`src/design/sacc_map.svh`:
```
// Purpose: Named constants for the converter control block.
// Assumes: 20 MHz core clock.
// Notes: Times kept in their own unit; cycle counts derived from them.
`ifndef SACC_MAP_SVH
`define SACC_MAP_SVH
`define SACC_CLK_PERIOD_NS 50
`define SACC_THRU_MAX_NS 8500
`define SACC_MIN_LOW_NS 25
`define SACC_MIN_LOW_CYC (((`SACC_MIN_LOW_NS + `SACC_CLK_PERIOD_NS - 1) / `SACC_CLK_PERIOD_NS))
`define SACC_ACQ_NS 2000
`define SACC_ACQ_CYC (`SACC_ACQ_NS / `SACC_CLK_PERIOD_NS)
`define SACC_RES_W 12
`define SACC_MSB_IDX 4'hB
`define SACC_LAST_12 4'h0
`define SACC_LAST_8 4'h4
`define SACC_LSB_NIB_ZERO 4'h0
`define SACC_ACQ_W 7
// The comparator answer passes two flops, so each trial bit is held for three clocks.
`define SACC_SETTLE_LAST 2'h2
`endif

```
`src/design/sacc_pkg.sv`:
```
// Purpose: Types for the converter control block.
// Assumes: Included map header gives the widths.
// Notes: Control pins travel as one packed struct.
`include "sacc_map.svh"
package sacc_pkg;
    typedef struct packed {
        logic chip_enable;
        logic chip_select_n;
        logic read_convert;
        logic word_width_sel;
        logic byte_or_length_select;
    } sacc_ctrl_t;
    typedef enum logic [2:0] {
        SACC_IDLE = 3'b001,
        SACC_CONV = 3'b010,
        SACC_DONE = 3'b100
    } sacc_state_t;
endpackage

```
`src/design/sacc_top.sv`:
```
// Purpose: Control logic of a 12-bit successive-approximation converter.
// Assumes: Control pins are asynchronous and pass two flip-flops first.
// Notes: Analog array is outside; this block drives trial bits and reads the comparator.
`timescale 1ns/10ps
`include "sacc_map.svh"

// Contract
// - A low-going read/convert strobe of at least 25 ns starts a conversion and puts the input into hold; the code needs it low at a rising clock edge.
// - Status stays high through the conversion and falls only after the result is latched on the outputs.
// - While status is high the data outputs float and further start strobes are ignored.
// - Tracking of the input resumes as soon as a conversion ends and lasts until the next start.
// - A conversion plus reacquisition completes within 8.5 us for 117 kHz throughput.
// - In stand-alone use the outputs are enabled exactly while read/convert is high and status low.
// - A positive read/convert pulse shows the previous result and its falling edge starts a new one.
// - A short negative pulse floats the outputs at its fall and enables them once conversion ends.
// - The byte/length select is sampled at start; high gives 8 bits, low gives 12 bits.
// - After an 8-bit conversion the four low result bits read as zero.
// - Only the byte/length select is latched; other controls act without storage.
// - Bits are decided most significant first, each trial kept or cleared by the comparator.
// - The result reads as a 12-bit word or as two left-justified bytes.
// - A start comes from whichever of the three start conditions becomes true last.
// - In byte mode select low gives the eight high bits, high gives four low bits and four zeros.
module sacc_top
    import sacc_pkg::*;
(
    // Clock and reset.
    input wire logic core_clk,
    input wire logic rst,
    // Control pins.
    input wire sacc_ctrl_t ctrl_pins,
    // Analog array interface.
    input wire logic comparator_high,
    output logic [11:0] trial_bits,
    output logic hold_active,
    // Host outputs.
    output logic status,
    output logic [11:0] result_bits,
    output logic [11:0] result_oe
);

    // ----------------------------------------
    // Input synchronisers
    // ----------------------------------------
    sacc_ctrl_t sync1_reg, sync2_reg, sync3_reg;
    logic cmp1_reg, cmp2_reg;

    // Two stages for every pin; the third stage only feeds edge detection.
    always_ff @(posedge core_clk or posedge rst) begin
        if (rst) begin
            sync1_reg <= '0;
            sync2_reg <= '0;
            sync3_reg <= '0;
            cmp1_reg <= 1'b0;
            cmp2_reg <= 1'b0;
        end else begin
            sync1_reg <= ctrl_pins;
            sync2_reg <= sync1_reg;
            sync3_reg <= sync2_reg;
            cmp1_reg <= comparator_high;
            cmp2_reg <= cmp1_reg;
        end
    end

    // Start condition is a level; its rising edge is the start event.
    function automatic logic start_cond(input sacc_ctrl_t c);
        start_cond = c.chip_enable & ~c.chip_select_n & ~c.read_convert;
    endfunction

    function automatic logic read_cond(input sacc_ctrl_t c);
        read_cond = c.chip_enable & ~c.chip_select_n & c.read_convert;
    endfunction

    logic start_evt;
    assign start_evt = start_cond(sync2_reg) & ~start_cond(sync3_reg);

    // ----------------------------------------
    // Conversion sequencer
    // ----------------------------------------
    sacc_state_t state_reg, state_next;
    logic [11:0] sar_reg, sar_next;
    logic [3:0] bit_reg, bit_next;
    logic short_reg, short_next;
    logic [11:0] data_reg, data_next;
    logic status_reg, status_next;
    logic hold_reg, hold_next;
    logic [1:0] settle_reg, settle_next;

    always_comb begin
        state_next = state_reg;
        sar_next = sar_reg;
        bit_next = bit_reg;
        short_next = short_reg;
        data_next = data_reg;
        status_next = status_reg;
        hold_next = hold_reg;
        settle_next = settle_reg;
        case (state_reg)
            SACC_IDLE: begin
                if (start_evt) begin
                    short_next = sync2_reg.byte_or_length_select;
                    state_next = SACC_CONV;
                    status_next = 1'b1;
                    hold_next = 1'b1;
                    bit_next = `SACC_MSB_IDX;
                    sar_next = 12'h000;
                    sar_next[`SACC_MSB_IDX] = 1'b1;
                    settle_next = 2'h0;
                end
            end
            SACC_CONV: begin
                // bounded bit time
                // The comparator lags the trial word by its two flops, so each trial waits for its answer.
                if (settle_reg != `SACC_SETTLE_LAST) begin
                    settle_next = settle_reg + 2'h1;
                end else begin
                    settle_next = 2'h0;
                    sar_next[bit_reg] = cmp2_reg;
                    if (bit_reg == (short_reg ? `SACC_LAST_8 : `SACC_LAST_12)) begin
                        hold_next = 1'b0;
                        state_next = SACC_DONE;
                    end else begin
                        bit_next = bit_reg - 4'h1;
                        sar_next[bit_reg - 4'h1] = 1'b1;
                    end
                end
            end
            SACC_DONE: begin
                data_next = sar_reg;
                if (short_reg) begin
                    data_next[3:0] = `SACC_LSB_NIB_ZERO;
                end
                status_next = 1'b0;
                state_next = SACC_IDLE;
            end
            default: begin
                state_next = SACC_IDLE;
                status_next = 1'b0;
                hold_next = 1'b0;
            end
        endcase
    end

    always_ff @(posedge core_clk or posedge rst) begin
        if (rst) begin
            state_reg <= SACC_IDLE;
            sar_reg <= 12'h000;
            bit_reg <= 4'h0;
            short_reg <= 1'b0;
            data_reg <= 12'h000;
            status_reg <= 1'b0;
            hold_reg <= 1'b0;
            settle_reg <= 2'h0;
        end else begin
            state_reg <= state_next;
            sar_reg <= sar_next;
            bit_reg <= bit_next;
            short_reg <= short_next;
            data_reg <= data_next;
            status_reg <= status_next;
            hold_reg <= hold_next;
            settle_reg <= settle_next;
        end
    end

    // ----------------------------------------
    // Output port
    // ----------------------------------------
    logic [11:0] out_next, oe_next;
    logic [11:0] out_reg, oe_reg;

    // Byte mode puts either byte on the upper eight lines, so a shared 8-bit bus on those lines sees both.
    always_comb begin
        // The latched word is taken from its next value so the pins carry it when status falls.
        out_next = data_next;
        oe_next = 12'h000;
        if (read_cond(sync2_reg) && !status_next) begin
            if (sync2_reg.word_width_sel) begin
                oe_next = 12'hFFF;
            end else begin
                oe_next = 12'hFF0;
                if (sync2_reg.byte_or_length_select) begin
                    out_next = {data_next[3:0], 8'h00};
                end
            end
        end
    end

    always_ff @(posedge core_clk or posedge rst) begin
        if (rst) begin
            out_reg <= 12'h000;
            oe_reg <= 12'h000;
        end else begin
            out_reg <= out_next;
            oe_reg <= oe_next;
        end
    end

    assign result_bits = out_reg;
    assign result_oe = oe_reg;
    assign status = status_reg;
    assign hold_active = hold_reg;
    assign trial_bits = sar_reg;
endmodule // sacc_top

```
`config.mk`:
```
export PLATFORM = sky130hd
export DESIGN_NAME = sacc_top
export DESIGN_NICKNAME = d
export VERILOG_FILES = /design/src/design/sacc_pkg.sv /design/src/design/sacc_top.sv
export VERILOG_INCLUDE_DIRS = /design/src /design/src/design
export SDC_FILE = /design/constraint.sdc
export NUM_CORES = 1
export LEC_CHECK = 0
export BUFFER_PORTS_ARGS = -buffer_cell sky130_fd_sc_hd__buf_2
export CAP_MARGIN = 20
export CORE_MARGIN = 3
export CORE_UTILIZATION = 45
export CTS_BUF_LIST = sky130_fd_sc_hd__clkbuf_16
export CTS_CLUSTER_SIZE = 12
export DETAILED_ROUTE_END_ITERATION = 10
export GPL_TIMING_DRIVEN = 0
export PLACE_DENSITY_LB_ADDON = 0.3
export SLEW_MARGIN = 20
export SYNTH_ARGS = -nofsm -noshare
export SYNTH_HDL_FRONTEND = slang
export SYNTH_SLANG_ARGS = --single-unit
```
`constraint.sdc`:
```
create_clock -name core_clk -period 3.4 [get_ports core_clk]
set_input_delay 0.51 -clock core_clk [delete_from_list [all_inputs] [get_ports core_clk]]
set_output_delay 0.51 -clock core_clk [all_outputs]
set_load 0.01 [all_outputs]
```
==> out/metrics.yaml <==
run_status:
  status: "finished, final reports clean"
layout:
  utilization_pct: 56.9
  nets: 335
  area_growth_pct: 20.9
  drive_gt1_share_pct: 29.6
  antenna-diode-count: 0
  layout.cells.non_filler: 401
  nFillCells: 541
  final_cell_area_um2: 3650
route:
  vias_per_cell: 5.36
  routed_wl_um: 6460
  post_drt_wl_per_cell_um: 16.1
  vias: 2148
  ant_nets: 0
  drtIter0Drc: 141
  detail_route.first_pass.iterations: 4
  drcViolationCount: 0
critical_path:
  cp_data_arrival_time_ps: 2740
  start_kind: "flip-flop"
  cp-end-kind: "flip-flop"
  crit_type: "reg2reg"
  startpoint: "bit_reg[0]"
  critical_path_required_ps: 3640
  reg2reg_from: "bit_reg[0]"
  crit_fanout: 10
timing:
  fin_skew_ps: 8.15
  slew_headroom_pct: 36.7
  hold_viol: 0
  finalMaxSlewViolations: 0
  max_freq_ghz: 0.400
  finalWorstSetupSlack_ps: 898
  fin_crit_sh_pct: 73.6
  period_minus_slack_ps: 2500
  timing.hold.ws_ps: 125
  rsz0062_at_grt: "no"
  fin_tns_setup_ps: 0
  setup_viol: 0
  worst_pin_slew_ps: 944
yosys:
  synthTopCellsByArea: "dfrtp_1 53%, mux2i_1 4.6%, mux2_2 3.7%"
  yosys.area.top_type: "dfrtp_1"
  synth_top_area_share_pct: 53.0
  synth-seq-cells: 65
  yosysSeqAreaShare_pct: 53.8
  synth_cells: 262
  synth_nets: 278
  synthDistinctLibCells: 51
  ys.warnings.count: 0
  syn_avg_cell_area_um2: 11.5
  syn_area_um2: 3020
clock_tree:
  cts_tree: "done"
  clk_pin_slew_ps: 60
  cts.sinks: 65
  cts_buffers: 9
  clock_latency_ps: 320
  cts_hold_buf: 0
  cts_setup_buffers: 0
  cts_resized: 0
  cts_root_buffer: "clkbuf_16"
  h-tree-depth: 3
  cts_max_path_buffers: 2
floorplanning:
  pin_count: 46
  rows: 29
  die_area_um2: 7740
  dieHeight_um: 88.0
  start_util_pct: 47.1
  core_region_area_um2: 6420
  die_w_um: 88.0
hold_path:
  hold_path_class: "in2async"
power_and_ir_drop:
  power_density_nw_per_um2: 490
  total_power_mw: 1.79
  ir_drop_v: 0.000544
  p_leak_nw: 1.93
global_route:
  grt_max_degree: 49
  grt_pass1_vias: 2035
  grt_pass1_wl_um: 10500
  antenna_found_initial: 0
  grtUsageTotal_pct: 18.2
  grt.overflow.total: 0
place:
  gp_congestion: 0.940
  io_buffers: 45
  dp_cells: 385
  placedInstanceArea_um2: 3370
  dp_hpwl_um: 4480
  pre_cts_slack_ps: 939
flow_run:
  maxCapViolCount: 0
-- final timing paths --
check | endpoint | slack, ps | depth (start not counted)
min in group core_clk | cmp1_reg | 290 | 1
hold / removal | result_bits[5] | 130 | 2
setup / recovery | bit_reg[1] | 900 | 8
hold reg to reg | sync2_reg[4] | 340 | 0
max in group asynchronous | state_reg[0] | 2720 | 3
setup reg to reg | bit_reg[1] | 900 | 8
-- layer usage --
layer  GRT usage [%]  up-vias  wire length, µm  part of all wire, %
met5               0        -                0                    0
met4            6.56        0               72                  1.1
met1            25.4     1051             3050                   47
li1                -     1026                -                    -
met3            6.11        6              380                  5.9
met2            26.6       65             2950                   46
-- cell type report --
class	count	area, µm²	share of cell area [%]
Clock buffer	9	225	6.16
Sequential cell	65	1630	44.5
Multi-Input combinational cell	162	1200	32.7
Tap cell	77	96.3	2.64
Timing Repair Buffer	46	253	6.92
Clock inverter	7	55.1	1.51
Buffer	25	161	4.42
Inverter	10	40.0	1.10
-- cells in the final DEF, fill, tap and decap left out, drive strengths merged, types with 7 or more instances in the layout --
cell	n
nor3b	7
mux2	10
nand2	13
nand3b	8
nor2	19
ha	8
and3	8
inv	13
a211o	8
clkbuf	16
buf	64
dfrtp	64
mux2i	14
o21ai	7
-- where the power goes --
part | switching, mW | internal (mW) | total [mW]
sequential | 0.0190 | 0.798 | 0.817
combinational | 0.0638 | 0.0461 | 0.110
clock | 0.311 | 0.553 | 0.865
-- cell families after synthesis --
| family | after synthesis | share of synthesized area [%] |
|---|---|---|
| xor+xnor | 2 | 0.580 |
| fa+ha+maj | 8 | 3.31 |
| buf+inv | 35 | 6.58 |
| compound gates | 47 | 12.1 |
| flops | 65 | 53.8 |
| simple gates | 81 | 15.2 |
| mux | 24 | 8.36 |
-- critical path, stage by stage (launching register included) --
cell,delay (ps)
dfrtp_1,540
inv_1,170
ha_1,230
clkbuf_1,210
nor2b_1,210
a211oi_2,430
buf_2,300
or2_2,170
a2bb2oi_1,160
-- cell usage after synthesis (all sizes together) --
library cell and instances:
nand2 13, a31o 3, o32a 1, nor2b 5, buf 18, ha 8
nor2 19, a21oi 3, o211ai 1, a211oi 1, nor4b 1, dfstp 1
clkbuf 7, and4b 1, nor4 1, nand4b 1, o31ai 1, a2bb2oi 1
or2 2, a31oi 1, xnor2 1, nand3b 8, o22ai 4, and3 8
nand2b 2, nand3 4, a21boi 5, nor3 3, and2 3, or3b 3
o21ai 7, a311oi 1, a22o 2, xor2 1, nor3b 7, o21a 2
inv 10, mux2i 14, a211o 8, dfrtp 64, mux2 10, o221a 4
o41ai 2
Power figures use the tool's default switching activity.
